--- config.mk ---
export PLATFORM = sky130hd
export DESIGN_NAME = vertical_sync_divider
export DESIGN_NICKNAME = d
export VERILOG_FILES = /design/src/vsd_pkg.sv /design/src/pin_sync.sv /design/src/vertical_sync_divider.sv
export SDC_FILE = /design/constraint.sdc
export NUM_CORES = 1
export LEC_CHECK = 0
export BUFFER_PORTS_ARGS = -buffer_cell sky130_fd_sc_hd__buf_2
export CAP_MARGIN = 30
export CORE_ASPECT_RATIO = 1.5
export CORE_MARGIN = 8
export CORE_UTILIZATION = 55
export DETAILED_ROUTE_END_ITERATION = 8
export PLACE_DENSITY = 0.73
export SYNTH_ARGS = -nofsm -noshare
export SYNTH_HDL_FRONTEND = slang
export SYNTH_SLANG_ARGS = --single-unit
--- constraint.sdc ---
create_clock -name sys_clk -period 6.5 [get_ports sys_clk]
set_clock_uncertainty 0.2 [all_clocks]
set_input_delay 0.325 -clock sys_clk [delete_from_list [all_inputs] [get_ports sys_clk]]
set_output_delay 0.325 -clock sys_clk [all_outputs]
set_load 0.1 [all_outputs]
--- src/vsd_pkg.sv ---
// Constants and types shared by the vertical sync divider design.
package vsd_pkg;

   localparam int CLK_NS = 40;
   localparam int VS_MIN_NS = 8000;
   localparam int VS_MIN_CYC = (VS_MIN_NS + CLK_NS - 1) / CLK_NS;
   localparam int VS_HOLD_NS = 24000;
   localparam int VS_HOLD_CYC = (VS_HOLD_NS + CLK_NS - 1) / CLK_NS;

   localparam int PIN_W = 6;
   localparam int PIN_HLINE = 0;
   localparam int PIN_HSYNC = 1;
   localparam int PIN_GATE = 2;
   localparam int PIN_VSYNC = 3;
   localparam int PIN_STRONG = 4;
   localparam int PIN_EXT = 5;

   localparam logic [10:0] LINE_CYC_MAX = 11'h7FF;
   localparam logic [7:0] VS_MIN = 8'(VS_MIN_CYC);
   localparam logic [9:0] VS_HOLD = 10'(VS_HOLD_CYC);

   localparam logic [9:0] WIDE_LO = 10'h1E8;
   localparam logic [9:0] WIDE_HI = 10'h2D2;
   localparam logic [9:0] N60_LO = 10'h20A;
   localparam logic [9:0] N60_HI = 10'h210;
   localparam logic [9:0] N50_LO = 10'h26E;
   localparam logic [9:0] N50_HI = 10'h274;
   localparam logic [9:0] RATE_SPLIT = 10'h240;
   localparam logic [9:0] ATF_END_50 = 10'h00A;
   localparam logic [9:0] ATF_END_60 = 10'h00C;
   localparam logic [9:0] BLANK_END_60 = 10'h022;
   localparam logic [9:0] BLANK_END_50 = 10'h02A;
   localparam logic [9:0] EQ_START_60 = 10'h205;
   localparam logic [9:0] EQ_START_50 = 10'h269;

   localparam logic [3:0] CONF_MAX = 4'hF;
   localparam logic [3:0] CONF_LOW = 4'h6;
   localparam logic [2:0] COIN_MAX = 3'h7;
   localparam logic [2:0] COIN_ON = 3'h4;

   typedef enum logic {
      MODE_WIDE = 1'b0,
      MODE_NARROW = 1'b1
   } mode_t;

   typedef enum logic [2:0] {
      TC_FAST = 3'b000,
      TC_MODERATE = 3'b001,
      TC_SLOW = 3'b010,
      TC_DOUBLE_FAST = 3'b011,
      TC_EXTERNAL = 3'b100
   } tc_t;

endpackage

--- src/pin_sync.sv ---
// Two-stage synchroniser for a group of asynchronous pin inputs.
`timescale 1ns/1ps
`default_nettype none
module pin_sync #(
   parameter int WIDTH = 6
) (
   input wire logic sys_clk,
   input wire logic reset,
   input wire logic [WIDTH-1:0] pins,
   output logic [WIDTH-1:0] pins_sync
);

   logic [WIDTH-1:0] stage1;

   // The first stage feeds only the second one, to keep metastability contained.
   always_ff @(posedge sys_clk) begin
      if (reset) begin
         stage1 <= '0;
         pins_sync <= '0;
      end else begin
         stage1 <= pins;
         pins_sync <= stage1;
      end
   end

endmodule
`default_nettype wire

--- src/vertical_sync_divider.sv ---
// Line and field timing: phase detector mode, vertical divider, blanking and anti-topflutter.
//
// How it works
// - Strong signal: detector ungated, fast constant in retrace, moderate constant in scan.
// - Weak signal: doubled constants, detector gated while oscillator is synchronised.
// - Weak and unsynchronised: moderate scan constant during scan and retrace.
// - Vertical sync detected even from 10 us pulses spaced 22 us apart.
// - Divider advances twice per line, from a doubled line clock.
// - Trigger before count 576 selects 60 Hz, otherwise 50 Hz.
// - Confidence counter up on sync inside window, down on sync outside.
// - Wide mode accepts a vertical reset at counts 488 through 722.
// - Wide mode when locking, ratio off narrow limits, or confidence below 6.
// - Sync still present after anti-topflutter ends forces wide mode, non-standard.
// - Non-standard sync decouples ramp retrace from horizontal oscillator; normal keeps it.
// - Narrow mode accepts 522-528 at 60 Hz and 622-628 at 50 Hz.
// - Confidence reaching 15 switches wide mode to narrow mode.
// - Narrow mode missing sync resets divider at window end, confidence down one.
// - Anti-topflutter from reset (wide) or first equaliser (narrow) to 10/12.
// - Vertical blanking from reset to count 34 (60 Hz) or 42 (50 Hz).
// - Sandcastle vertical blanking is anti-topflutter OR blanking pulse.
// - External video: AGC ungated, AFC on, no muting, external detector constant.
// - In-sync comes from coincidence of separated sync and internal gating pulse.
`timescale 1ns/1ps
`default_nettype none
module vertical_sync_divider (
   input wire logic sys_clk,
   input wire logic reset,
   input wire logic hosc_line,
   input wire logic hsync_sep,
   input wire logic hgate_pulse,
   input wire logic vsync_sep,
   input wire logic strong_signal,
   input wire logic ext_video_sel,
   output logic vert_reset,
   output logic vblank_out,
   output logic atf_inhibit,
   output logic field_60hz,
   output logic narrow_mode,
   output logic ramp_coupled,
   output logic in_sync,
   output vsd_pkg::tc_t pd_tc,
   output logic pd_gated,
   output logic agc_gate_en,
   output logic afc_en,
   output logic mute_en
);

   function automatic logic in_range(input logic [9:0] v, input logic [9:0] lo, input logic [9:0] hi);
      in_range = (v >= lo) && (v <= hi);
   endfunction

   ////////////////////////////////////////////////////////////////////////////
   // Pin synchronisation.

   logic [vsd_pkg::PIN_W-1:0] pins_s;
   wire logic hline_s = pins_s[vsd_pkg::PIN_HLINE];
   wire logic hsync_s = pins_s[vsd_pkg::PIN_HSYNC];
   wire logic gate_s = pins_s[vsd_pkg::PIN_GATE];
   wire logic vsync_s = pins_s[vsd_pkg::PIN_VSYNC];
   wire logic strong_s = pins_s[vsd_pkg::PIN_STRONG];
   wire logic ext_s = pins_s[vsd_pkg::PIN_EXT];

   pin_sync #(.WIDTH(vsd_pkg::PIN_W)) u_sync (
      .sys_clk(sys_clk),
      .reset(reset),
      .pins({ext_video_sel, strong_signal, vsync_sep, hgate_pulse, hsync_sep, hosc_line}),
      .pins_sync(pins_s)
   );

   ////////////////////////////////////////////////////////////////////////////
   // Line-rate doubler: a tick at each line start and at the measured mid-line.

   logic hline_d;
   logic [10:0] line_cyc;
   logic [10:0] half_per;
   wire logic line_edge = hline_s & ~hline_d;
   wire logic mid_tick = (line_cyc == half_per) && (half_per != 11'h000) && !line_edge;
   wire logic tick = line_edge | mid_tick;

   always_ff @(posedge sys_clk) begin
      if (reset) begin
         hline_d <= 1'b0;
         line_cyc <= 11'h000;
         half_per <= 11'h000;
      end else begin
         hline_d <= hline_s;
         if (line_edge) begin
            line_cyc <= 11'h000;
            half_per <= {1'b0, line_cyc[10:1]};
         end else if (line_cyc != vsd_pkg::LINE_CYC_MAX) begin
            line_cyc <= line_cyc + 11'h001;
         end
      end
   end

   ////////////////////////////////////////////////////////////////////////////
   // Coincidence detector for the in-sync indication.

   logic coin_hit;
   logic [2:0] coin_cnt;
   wire logic coin_now = hsync_s & gate_s;
   wire logic line_hit = coin_hit | coin_now;
   assign in_sync = (coin_cnt >= vsd_pkg::COIN_ON);

   always_ff @(posedge sys_clk) begin
      if (reset) begin
         coin_hit <= 1'b0;
         coin_cnt <= 3'h0;
      end else begin
         coin_hit <= line_edge ? 1'b0 : line_hit;
         if (line_edge && line_hit && coin_cnt != vsd_pkg::COIN_MAX) begin
            coin_cnt <= coin_cnt + 3'h1;
         end else if (line_edge && !line_hit && coin_cnt != 3'h0) begin
            coin_cnt <= coin_cnt - 3'h1;
         end
      end
   end

   ////////////////////////////////////////////////////////////////////////////
   // Vertical sync integrator. A pulse must stay high 8 us to qualify, which
   // rejects equalising and line pulses; the 24 us hold bridges the 12 us gaps
   // of narrow anti-copy pulses so they read as one field sync.

   logic [7:0] hi_run;
   logic [9:0] hold;
   logic vs_level_d;
   wire logic vs_qual = vsync_s && (hi_run == vsd_pkg::VS_MIN);
   wire logic vs_level = (hold != 10'h000);
   wire logic trigger = vs_level & ~vs_level_d;

   always_ff @(posedge sys_clk) begin
      if (reset) begin
         hi_run <= 8'h00;
         hold <= 10'h000;
         vs_level_d <= 1'b0;
      end else begin
         vs_level_d <= vs_level;
         if (!vsync_s) begin
            hi_run <= 8'h00;
         end else if (hi_run != vsd_pkg::VS_MIN) begin
            hi_run <= hi_run + 8'h01;
         end
         if (vs_qual) begin
            hold <= vsd_pkg::VS_HOLD;
         end else if (vs_level && !vsync_s) begin
            hold <= hold - 10'h001;
         end
      end
   end

   ////////////////////////////////////////////////////////////////////////////
   // Divider, windows and confidence counter.

   vsd_pkg::mode_t mode;
   logic [9:0] count;
   logic [3:0] conf;
   logic nonstd;
   logic atf;
   logic blank;
   logic [3:0] next_conf;

   wire logic narrow = (mode == vsd_pkg::MODE_NARROW);
   wire logic [9:0] win_lo = !narrow ? vsd_pkg::WIDE_LO : field_60hz ? vsd_pkg::N60_LO : vsd_pkg::N50_LO;
   wire logic [9:0] win_hi = !narrow ? vsd_pkg::WIDE_HI : field_60hz ? vsd_pkg::N60_HI : vsd_pkg::N50_HI;
   wire logic in_win = in_range(count, win_lo, win_hi);
   wire logic narrow_ok = in_range(count, vsd_pkg::N60_LO, vsd_pkg::N60_HI)
                          | in_range(count, vsd_pkg::N50_LO, vsd_pkg::N50_HI);
   wire logic accept = trigger & in_win;
   wire logic miss_end = tick && (count == win_hi) && !accept;
   wire logic div_reset = accept | miss_end;
   wire logic [9:0] atf_end = field_60hz ? vsd_pkg::ATF_END_60 : vsd_pkg::ATF_END_50;
   wire logic [9:0] blank_end = field_60hz ? vsd_pkg::BLANK_END_60 : vsd_pkg::BLANK_END_50;
   wire logic [9:0] eq_start = field_60hz ? vsd_pkg::EQ_START_60 : vsd_pkg::EQ_START_50;
   wire logic at_atf_end = tick && (count + 10'h001 == atf_end) && !div_reset;
   wire logic nonstd_hit = at_atf_end & vs_level;
   wire logic ratio_off = accept & ~narrow & ~narrow_ok;
   wire logic conf_clear = ~in_sync | ratio_off | nonstd_hit;
   wire logic conf_up = accept;
   wire logic conf_dn = (trigger & ~in_win) | (miss_end & narrow);
   wire logic force_wide = ~in_sync | nonstd_hit | (narrow && conf < vsd_pkg::CONF_LOW);

   // Saturating counter: clearing beats counting, counting never wraps.
   always_comb begin
      next_conf = conf;
      if (conf_clear) begin
         next_conf = 4'h0;
      end else if (conf_up && conf != vsd_pkg::CONF_MAX) begin
         next_conf = conf + 4'h1;
      end else if (conf_dn && !conf_up && conf != 4'h0) begin
         next_conf = conf - 4'h1;
      end
   end

   always_ff @(posedge sys_clk) begin
      if (reset) begin
         mode <= vsd_pkg::MODE_WIDE;
         conf <= 4'h0;
         field_60hz <= 1'b0;
      end else begin
         conf <= next_conf;
         if (force_wide) begin
            mode <= vsd_pkg::MODE_WIDE;
         end else if (!narrow && conf == vsd_pkg::CONF_MAX) begin
            mode <= vsd_pkg::MODE_NARROW;
         end
         if (accept) begin
            field_60hz <= (count < vsd_pkg::RATE_SPLIT);
         end
      end
   end

   always_ff @(posedge sys_clk) begin
      if (reset) begin
         count <= 10'h000;
      end else if (div_reset) begin
         count <= 10'h000;
      end else if (tick) begin
         count <= count + 10'h001;
      end
   end

   // A wide sync still standing when the anti-topflutter ends marks the source
   // non-standard until a field passes with the sync gone by that point.
   always_ff @(posedge sys_clk) begin
      if (reset) begin
         nonstd <= 1'b0;
      end else if (at_atf_end) begin
         nonstd <= vs_level;
      end
   end

   always_ff @(posedge sys_clk) begin
      if (reset) begin
         atf <= 1'b0;
         blank <= 1'b0;
      end else begin
         if ((div_reset && !narrow) || (narrow && tick && count + 10'h001 == eq_start)) begin
            atf <= 1'b1;
         end else if (at_atf_end) begin
            atf <= 1'b0;
         end
         if (div_reset) begin
            blank <= 1'b1;
         end else if (tick && count + 10'h001 == blank_end) begin
            blank <= 1'b0;
         end
      end
   end

   ////////////////////////////////////////////////////////////////////////////
   // Registered outputs.

   vsd_pkg::tc_t next_tc;
   wire logic retrace = blank | atf;

   always_comb begin
      if (ext_s) begin
         next_tc = vsd_pkg::TC_EXTERNAL;
      end else if (strong_s) begin
         next_tc = retrace ? vsd_pkg::TC_FAST : vsd_pkg::TC_MODERATE;
      end else if (in_sync) begin
         next_tc = retrace ? vsd_pkg::TC_DOUBLE_FAST : vsd_pkg::TC_SLOW;
      end else begin
         next_tc = vsd_pkg::TC_MODERATE;
      end
   end

   always_ff @(posedge sys_clk) begin
      if (reset) begin
         pd_tc <= vsd_pkg::TC_MODERATE;
         pd_gated <= 1'b0;
         agc_gate_en <= 1'b1;
         afc_en <= 1'b0;
         mute_en <= 1'b1;
         vert_reset <= 1'b0;
         vblank_out <= 1'b0;
         atf_inhibit <= 1'b0;
         narrow_mode <= 1'b0;
         ramp_coupled <= 1'b1;
      end else begin
         pd_tc <= next_tc;
         pd_gated <= !ext_s && !strong_s && in_sync;
         agc_gate_en <= !ext_s;
         afc_en <= ext_s || in_sync;
         mute_en <= !ext_s && !in_sync;
         vert_reset <= div_reset;
         vblank_out <= atf | blank;
         atf_inhibit <= atf;
         narrow_mode <= narrow;
         ramp_coupled <= !nonstd;
      end
   end
endmodule
`default_nettype wire

# Yosys cells after proc, flatten, opt, wreduce, memory -nomap -nowiden
# Index checks and enable logic that the tools add are counted.
[totals] elab_cells=160 out_inout_bits=14 inputBits=8 ff_bits=88
[op_classes] add_sub_neg=8 order_cmp=9 mux=22 n_reduce_logical=55 n_eq_ne=11 n_bitwise=26
[ops] cell="two-way mux 10 bit" count=3
[ops] cell="logical AND 1 bit" count=27
[ops] cell="two-way mux 7 bit" count=3
[ops] cell="== test 10 bit" count=2
[ops] cell="greater-or-equal comparator 10 bit, second input constant" count=2
[ops] cell="<= comparator 10 bit, second input constant" count=2
[ops] cell="OR reduction 2 bit" count=7
[ops] cell="two-way mux 3 bit" count=4
[ops] cell="two-way mux 4 bit" count=3
[ops] cell="adder 11 x 1 -> 11 bit, second input constant" count=1
[ops] cell="== test 11 x 10 -> 1 bit" count=1
[ops] cell="!= test 11 bit, second input constant" count=1
[ops] cell="nonzero test 11 bit" count=1
[ops] cell="adder 10 x 1 -> 10 bit, second input constant" count=1
[ops] cell="== test 10 x 4 -> 1 bit" count=1
[ops] cell="== test 10 x 6 -> 1 bit" count=1
[ops] cell="greater-or-equal comparator 10 bit" count=1
[ops] cell="<= comparator 10 bit" count=1
[ops] cell="logical NOT 1 bit" count=10
[ops] cell="less-than comparator 10 bit, second input constant" count=1
[ops] cell="OR 1 bit" count=10
[ops] cell="nonzero test 10 bit" count=1
[ops] cell="nonzero test 2 bit" count=5
[ops] cell="subtractor 10 x 1 -> 10 bit, second input constant" count=1
[ops] cell="20 further kinds" count=41

# Logic depth before layout (Yosys ltp)
# Gate-level depths: netlist of the first run.
[logic_depth] word_depth=14 ltp_mapped=16 depth_no_buf=15

# Modules after synthesis
# Synthesis of the first run repeated with hierarchy kept, for this count alone.
[unflattened] hier_cells=509 area_unflattened_um2=4548.1
[by_module_without_submodules] mod="vertical_sync_divider" area_each_um2=4181.5 n_inst=1 cells_each=484 seq_area_each_um2=1521.5
[by_module_without_submodules] mod="pin_sync" area_each_um2=366.6 n_inst=1 cells_each=25 seq_area_each_um2=240.2

# Least setup slack after synthesis of the first run
# No wires, ideal clock.
[synth_timing] path_type="register to register" startpoint="reg field_60hz" endpoint="reg conf[3]" slack_ns=2.173 required_ns=6.168 path_buffers=1 arrival_time_ns=3.996 setup_ns=0.132 period_less_slack_ns=4.327 path_stages_with_launch=17 path_cell_list="dfxtp_1 clkbuf_1 nand2b_1 ha_1 nand4_1 or4_1 o221ai_1 o311ai_4 nor2_1 nand2_1 ha_1 a21o_1 a21oi_1 and3_1 mux2i_1 a21boi_0 nor3_1"
[synth_between] elab_chain_len=13 elab_cells_between_ends=33 classes_between="order compare (2); eq/ne (2); mux (6); bitwise (11); reduce/logical (12)"
[synth_lines] element="from (decl)" line_no="vertical_sync_divider.sv:37" rtl="output logic field_60hz,"
[synth_lines] element="from (signal assigned)" line_no="vertical_sync_divider.sv:207" rtl="field_60hz <= (count < vsd_pkg::RATE_SPLIT);"
[synth_lines] element="two-way mux 7 bit, on equally long branches" line_no="vertical_sync_divider.sv:163, vertical_sync_divider.sv:164"
[synth_lines] element="two-way mux 10 bit or two-way mux 8 bit (tied branches)" line_no="vertical_sync_divider.sv:163, vertical_sync_divider.sv:164"
[synth_lines] element="greater-or-equal comparator 10 bit or <= comparator 10 bit (tied branches)" line_no="vertical_sync_divider.sv:49" rtl="in_range = (v >= lo) && (v <= hi);"
[synth_lines] element="logical AND 1 bit" line_no="vertical_sync_divider.sv:49"
[synth_lines] element="bitwise AND 1 bit" line_no="vertical_sync_divider.sv:168" rtl="wire logic accept = trigger & in_win;"
[synth_lines] element="logical NOT 1 bit" line_no="vertical_sync_divider.sv:169, vertical_sync_divider.sv:189"
[synth_lines] element="logical AND 1 bit" line_no="vertical_sync_divider.sv:169" rtl="wire logic miss_end = tick && (count == win_hi) && !accept;"
[synth_lines] element="OR 1 bit" line_no="vertical_sync_divider.sv:170" rtl="wire logic div_reset = accept | miss_end;"
[synth_lines] element="logical NOT 1 bit" line_no="vertical_sync_divider.sv:174" rtl="wire logic at_atf_end = tick && (count + 10'h001 == atf_end) && !div_reset;"
[synth_lines] element="logical AND 1 bit" line_no="vertical_sync_divider.sv:174"
[synth_lines] element="bitwise AND 1 bit" line_no="vertical_sync_divider.sv:175" rtl="wire logic nonstd_hit = at_atf_end & vs_level;"
[synth_lines] element="OR 1 bit" line_no="vertical_sync_divider.sv:177" rtl="wire logic conf_clear = ~in_sync | ratio_off | nonstd_hit;"
[synth_lines] element="OR reduction 2 bit (no line)"
[synth_lines] element="to (signal assigned)" line_no="vertical_sync_divider.sv:200" rtl="conf <= next_conf;"
[synth_lines] element="to (decl)" line_no="vertical_sync_divider.sv:156" rtl="logic [3:0] conf;"
# Several ways; a longest one is shown, not always the timed one.
# A chain may end at the register's enable or synchronous reset.

# Final worst setup path of the first run
[layout_timing] startpoint="reg mode" endpoint="reg conf[3]"
[layout_between] elab_chain_len=12 elab_cells_between_ends=29 classes_between="order compare (2); eq/ne (1); mux (3); bitwise (12); reduce/logical (11)"
[layout_lines] element="from (decl)" line_no="vertical_sync_divider.sv:154" rtl="vsd_pkg::mode_t mode;"
[layout_lines] element="from (signal assigned)" line_no="vertical_sync_divider.sv:196" rtl="mode <= vsd_pkg::MODE_WIDE;"
[layout_lines] element="from (signal assigned)" line_no="vertical_sync_divider.sv:202" rtl="mode <= vsd_pkg::MODE_WIDE;"
[layout_lines] element="from (signal assigned)" line_no="vertical_sync_divider.sv:204" rtl="mode <= vsd_pkg::MODE_NARROW;"
[layout_lines] element="two-way mux 10 bit or two-way mux 8 bit (tied branches)" line_no="vertical_sync_divider.sv:163, vertical_sync_divider.sv:164"
[layout_lines] element="greater-or-equal comparator 10 bit or <= comparator 10 bit (tied branches)" line_no="vertical_sync_divider.sv:49"
[layout_lines] element="logical AND 1 bit" line_no="vertical_sync_divider.sv:49"
[layout_lines] element="bitwise AND 1 bit" line_no="vertical_sync_divider.sv:168"
[layout_lines] element="logical NOT 1 bit" line_no="vertical_sync_divider.sv:169, vertical_sync_divider.sv:189"
[layout_lines] element="logical AND 1 bit" line_no="vertical_sync_divider.sv:169"
[layout_lines] element="OR 1 bit" line_no="vertical_sync_divider.sv:170"
[layout_lines] element="logical NOT 1 bit" line_no="vertical_sync_divider.sv:174"
[layout_lines] element="logical AND 1 bit" line_no="vertical_sync_divider.sv:174"
[layout_lines] element="bitwise AND 1 bit" line_no="vertical_sync_divider.sv:175"
[layout_lines] element="OR 1 bit" line_no="vertical_sync_divider.sv:177"
[layout_lines] element="OR reduction 2 bit (no line)"
# Several ways; a longest one is shown, not always the timed one.

==> metrics.md, run 1 <==
| Metric | Value |
|---|---|
| Outcome | complete, no violations |
| Asr flop ratio synth | 0% |
| WHS Endpoint | u_sync.stage1[4] |
| Leakage power | 1.85 nW |
| Syn Inst Count | 530 |
| Detail Route Antenna Nets | 0 |
| Fin nets | 559 |
| Setup Viol. Count Final | 0 |
| Crit end category | flop |
| Vias | 3672 |
| Overflow after GRT | 0 |
| GR Util All Layers | 17.8% |
| TNS Setup | 0 ps |
| R2r endpoint | conf[3] |
| Initial core utilization | 56.2% |
| Area grow syn2layout | 8.92% |
| Count leader, synth | dfxtp_1 |
| Area of the die | 11300 µm² |
| Final HPWL DP | 6760 µm |
| Proportion of layout cells with a drive suffix above 1 | 9.14% |
| Root buffer cell | clkbuf_16 |
| CTS resizes | 0 |
| Max-slew headroom | 37.8% |
| Final Cell Area | 4870 µm² |
| IO buf count | 21 |
| Syn Nets | 556 |
| Maximum vdd drop | 0.200 mV |
| Post-Route WL | 9480 µm |
| Worst slew pin tran | 931 ps |
| Pin count of the biggest net entering global routing | 38 |
| Synth top area cells | dfxtp_1 39%, xor2_1 5.7%, nand2_1 5.1% |
| Clock sink count | 88 |
| Placed cell area | 4560 µm² |
| Hold depth | 2 |
| Syn. warnings | 0 |
| Worst-skew pair later-pin latency | 340 ps |
| Die Span X | 89.7 µm |
| Ant diodes | 0 |
| Reg-to-Reg Start | mode |
| Ys flop type | dfxtp_1 |
| Htree depth | 3 |
| Register bit total from synthesis | 88 |
| Clock Pin Slew Worst Setup and Hold Paths | 60 ps |
| 1st-iter DRT viols | 203 |
| DRC viols | 0 |
| Setup bufs post-CTS | 0 |
| RSZ-0062 raised after global routing | no |
| TritonCTS Buffers | 9 |
| Placer Congestion | 0.916 |
| Wirelength per Cell | 14.8 µm |
| Mean Syn Cell Area | 8.44 µm² |
| Io pins | 22 |
| Maximum clock frequency | 0.241 GHz |
| First-pass GRT wire length | 16100 µm |
| PD cells | 268 nW/µm² |
| Crit path launch type | flop |
| Area leader, netlist | dfxtp_1 |
| Syn Std Cell Area | 4480 µm² |
| Period utilisation layout | 63.9% |
| Number of flops mapped to enable cells by yosys | 0 |
| Die height | 126 µm |
| Worst Hold Class | input pin to flop |
| Crit Path Category | flop to flop |
| Routed vias/inst | 5.73 |
| Synth unique cells | 73 |
| Final Hold Viols | 0 |
| Initial antenna violation count | 0 |
| Min-Delay Startpoint | strong_signal |
| Core area | 7960 µm² |
| Fin crit period | 4160 ps |
| Max Cap Viol | 0 |
| # fillers | 720 |
| CP Data Arrival Time | 4170 ps |
| Maximum fanout along the worst path | 14 |
| Std-Cell Rows | 40 |
| Worst Path Required | 6510 ps |
| R2R Setup Slk | 2340 ps |
| CTS tree | done |
| DR pass1 iterations | 5 |
| Sequential share of the synthesized area | 39.4% |
| FF-to-FF path depth | 15 |
| Pins Over Slew Limit | 0 |
| Buffer depth of the longest clock path | 2 |
| Share of Yosys cell area claimed by the top area cell type | 39.4% |
| Number of global-route vias before repair | 3598 |
| Synth cell count leaders | 88 x dfxtp_1, 61 x nand2_1, 58 x nor2_1 |
## power by group
group	switching (mW)	leakage, nW	internal [mW]	total (mW)
clock	0.208	0.141	0.306	0.514
sequential	0.0283	0.715	0.571	0.599
combinational	0.111	0.993	0.0803	0.192
total	0.348	1.85	0.957	1.30
## logic make-up (layout without fill, tap and decap cells)
| group | count (synthesis) | in the layout | share of synthesized area [%] |
|---|---|---|---|
| fa+ha+maj | 18 | 18 | 5.37 |
| xor+xnor | 46 | 46 | 9.00 |
| simple gates | 237 | 237 | 27.1 |
| flops | 88 | 88 | 39.4 |
| mux | 5 | 5 | 1.15 |
| buf+inv | 44 | 50 | 4.47 |
| compound gates | 92 | 92 | 13.6 |
## worst max-delay path by stage
| stage | from | to | slack, ps | cells after the start |
|---|---|---|---|---|
| 2_1_floorplan | field_60hz | conf[3] | 2170 | 16 |
| 3_3_place_gp | mode | conf[3] | 2600 | 15 |
| 3_5_place_dp | mode | conf[3] | 2430 | 15 |
| 4_1_cts | mode | conf[3] | 2390 | 15 |
| 5_1_grt | mode | conf[3] | 2130 | 15 |
| 6_report | mode | conf[3] | 2340 | 15 |
## flip-flops by register name (all words and copies together) (netlist names), 3 cells and up
name,cells
line_cyc,11
count,10
half_per,10
hold,10
hi_run,8
u_sync.pins_sync,6
u_sync.stage1,6
conf,4
coin_cnt,3
pd_tc,3
## metal layers
metal | part of all wire (%) | global-route usage (%) | up-vias
li1 | - | - | 1852
met1 | 40 | 19.1 | 1723
met2 | 53 | 30.9 | 73
met3 | 3.5 | 3.30 | 24
met4 | 3.5 | 10.8 | 0
met5 | 0 | 0 | -
## critical path, stage by stage (launching register included)
cell and delay, ps:
dfxtp_1 620, inv_1 180, ha_1 350, nand4_1 90, or4_1 480, o221ai_1 290
o311ai_4 230, nor2_1 220, nand2_1 140, ha_1 290, a21o_1 170, a21oi_1 220
and3_1 190, mux2i_1 80, a21boi_0 190, nor3_1 70
## placed cells by master, fill, tap and decap left out, types with 3 or more instances in the layout
cell type  instances
o21a_1             3
a31oi_1            5
or4_1              3
nor3_1            16
nand2_1           61
ha_1              16
inv_1             13
nand4_1           12
nor4_1             7
xor2_1            29
a21o_1             3
o22ai_1            3
mux2i_1            4
and3_1             6
xnor2_1           17
clkbuf_16          9
o2111ai_1          3
a21oi_1           31
nand2b_1           5
and2_1             3
nor3b_1            3
o21ai_0           18
dfxtp_1           88
a211oi_1           3
nand3_1           21
nor2b_1           18
nor2_1            58
nand3b_1           4
buf_2             21
## area by class of cell
type | count | area (µm²) | share of cell area (%)
multi-input cells | 398 | 2510 | 51.6
clock buffers | 10 | 239 | 4.90
clock inverters | 4 | 55.1 | 1.13
flip-flops and latches | 88 | 1760 | 36.1
repair buffers | 23 | 125 | 2.57
well taps | 105 | 131 | 2.70
inverters | 13 | 48.8 | 1.00
## what timing repair did
action,in CTS,in global routing
endpoints found under the setup margin,0,0
hold buffers,2,0
endpoints found under the hold margin,2,0
## through the flow
step	setup slack [ps]	hold WS (ps)	power, mW	util [%]	std cells
floorplan	2170	153	0.770	-	530
global route	2130	19.1	1.36	61.3	641
CTS	2390	0.890	1.32	61.3	641
global placement	2600	217	0.790	57.3	625
finish	2340	4.51	1.30	61.3	641
detailed placement	2430	226	0.799	57.3	625
Note: power is estimated with default switching activity, not from simulation.
==> inputs of run 2 (changes only) <==
- clock period: 6.5 -> 4.1 ns (I/O delays scaled with it)
==> metrics.md, run 2 (synthesis results as in run 1) <==
| Metric | Value |
|---|---|
| Outcome | complete, no violations |
| Crit path buffers/inverters | 0 (-1) |
| Period utilisation layout | 93.0% (+29 points) |
| Ant diodes | 0 (unchanged) |
| Io pins | 22 (unchanged) |
| Worst slew pin tran | 734 ps (-197 ps) |
| Setup WS post-layout | 287 ps (-2060 ps) |
| Maximum vdd drop | 0.281 mV (+41%) |
| Most frequent cells in the layout | 87 x dfxtp_1, 61 x nand2_1, 57 x nor2_1 |
| Hold depth | 2 (unchanged) |
| Commonest non-fill, non-tap cell in the layout | dfxtp_1 |
| Pwr Total | 2.08 mW (+59%) |
| Fin crit period | 3810 ps (-342 ps) |
| RSZ-0062 raised after global routing | no |
| Vias | 3714 (+1.1%) |
| Max FFs per register | 11 (unchanged) |
| DR pass1 iterations | 4 (-1) |
| Clock Pin Slew Worst Setup and Hold Paths | 60 ps (about the same) |
| Htree depth | 3 (unchanged) |
| IO buf count | 21 (unchanged) |
| Post-Route WL | 9800 µm (+3.4%) |
| Maximum clock frequency | 0.262 GHz (+9.0%) |
| Max-slew headroom | 50.6% (+13 points) |
| Initial antenna violation count | 0 (unchanged) |
| # fillers | 705 (-2.1%) |
| Reg with most FFs | line_cyc |
| Area of the die | 11300 µm² (unchanged) |
| Stages on worst setup path | 15 (unchanged) |
| Setup Viol. Count Final | 0 (unchanged) |
| Leakage power | 1.93 nW (+4.1%) |
| GR Util All Layers | 18.2% (+0.31 points) |
| Max Cap Viol | 0 (unchanged) |
| Initial core utilization | 56.2% (unchanged) |
| Final Hold Viols | 0 (unchanged) |
| Detail Route Antenna Nets | 0 (unchanged) |
| Cell Count, Final, Fillers Out | 656 (+2.3%) |
| Proportion of layout cells with a drive suffix above 1 | 11.3% (+2.1 points) |
| Placed Cells | 635 (+1.6%) |
| Worst Path Required | 4160 ps (-2350 ps) |
| 1st-iter DRT viols | 138 (-32%) |
| Root buffer cell | clkbuf_16 |
| CP peak stage delay | 450 ps (-170 ps) |
| Crit path launch type | flop |
| Worst slack, placed | 245 ps (-2190 ps) |
| Worst Hold Class | input pin to flop |
| Final HPWL DP | 7080 µm (+4.7%) |
| Pins Over Slew Limit | 0 (unchanged) |
| TNS Setup | 0 ps (unchanged) |
| CP Data Arrival Time | 3880 ps (-290 ps) |
| FF-to-FF path depth | 15 (unchanged) |
| Slowest stage cell on the critical path | dfxtp_1 |
| Crit Path Category | flop to flop |
| Buffer depth of the longest clock path | 2 (unchanged) |
| Core area | 7960 µm² (unchanged) |
| Worst-skew pair later-pin latency | 340 ps (about the same) |
| Seq pwr share | 45.6% (-0.3 points) |
| Overflow after GRT | 0 (unchanged) |
| Area grow syn2layout | 11.8% |
| Placer Congestion | 0.905 (-1.2%) |
| Clk pwr share | 39.3% (about the same) |
| Die Span X | 89.7 µm (unchanged) |
| Wirelength per Cell | 14.9 µm (+1.0%) |
| Sw Pwr | 0.550 mW (+58%) |
| PD cells | 416 nW/µm² (+55%) |
| CP cell instances | nand2b_1 > ha_1 > nand4_1 > or4_1 > o221ai_1 > o311ai_4 > nor2_2 > nand2_1 > ha_1 > a21o_1 > a21oi_1 > and3_1 > mux2i_1 > and3b_1 > nor3_1 |
| First-pass GRT wire length | 16300 µm (+1.2%) |
| Clock sink count | 88 (unchanged) |
| Maximum fanout along the worst path | 8 (-6) |
| DRC viols | 0 (unchanged) |
| Comb pwr share | 15.1% (+0.4 points) |
| Number of global-route vias before repair | 3551 (-1.3%) |
| Crit end category | flop |
| Die height | 126 µm (unchanged) |
| Delay-heaviest family, CP | simple AND/OR/NAND/NOR gates |
| Std-Cell Rows | 40 (unchanged) |
| Pint | 1.53 mW (+60%) |
| Routed vias/inst | 5.66 (-1.2%) |
| Pin count of the biggest net entering global routing | 38 (unchanged) |
| Final Cell Area | 5000 µm² (+2.6%) |
| Placed cell area | 4640 µm² (+1.7%) |
| Fin nets | 573 (+2.5%) |
| TritonCTS Buffers | 9 (unchanged) |
| Most used cell, CP | ha_1 |
| Hold WS | 189 ps (+185 ps) |
| CTS tree | done |
| Final core occ | 62.9% (+1.6 points) |
| Net Sw Frac | 26.4% (-0.22 points) |
## run 2: path summary, 6_finish.rpt
path	from	end	slack [ps]
max reg2reg	mode	conf[3]	290
min	reset	vblank_out	190
min reg2reg	nonstd	ramp_coupled	220
max	mode	conf[3]	290
## run 2: per-layer routing
layer | global-route usage (%) | vias up | share of wire, %
met5 | 0 | - | 0
met4 | 7.78 | 0 | 2.2
met3 | 3.94 | 15 | 3.0
met2 | 32.7 | 61 | 55
met1 | 19.2 | 1762 | 40
li1 | - | 1876 | -
## run 2: timing repair
action,4_1_cts,5_1_grt
hold buffers,6,0
setup buffers,0,0
hold endpoints to repair,6,0
endpoints found under the setup margin,0,1
resized for setup,0,3
## run 2: power by group through the flow
| stage | Clock, mW | Sequential (mW) | Combinational [mW] |
|---|---|---|---|
| final | 0.818 | 0.948 | 0.314 |
| after global routing | 0.864 | 0.955 | 0.353 |
| after CTS | 0.835 | 0.948 | 0.316 |
| after detailed placement | 0 | 0.966 | 0.307 |
| after global placement | 0 | 0.963 | 0.302 |
| after floorplan | 0 | 0.965 | 0.256 |
## run 2: layout make-up
type,instances,area [µm²],area share (%)
flip-flops and latches,88,1760,35.2
clock inverters,4,53.8,1.08
well taps,105,131,2.63
repair buffers,37,240,4.80
multi-input cells,398,2520,50.4
inverters,13,48.8,0.975
clock buffers,11,243,4.85
## run 2: worst register-to-register path, cell delays in order, from the launching register on
cell      delay, ps
dfxtp_1         450
nand2b_1        140
ha_1            340
nand4_1          80
or4_1           440
o221ai_1        260
o311ai_4        230
nor2_2          190
nand2_1         140
ha_1            290
a21o_1          170
a21oi_1         230
and3_1          190
mux2i_1          70
and3b_1         180
nor3_1          120
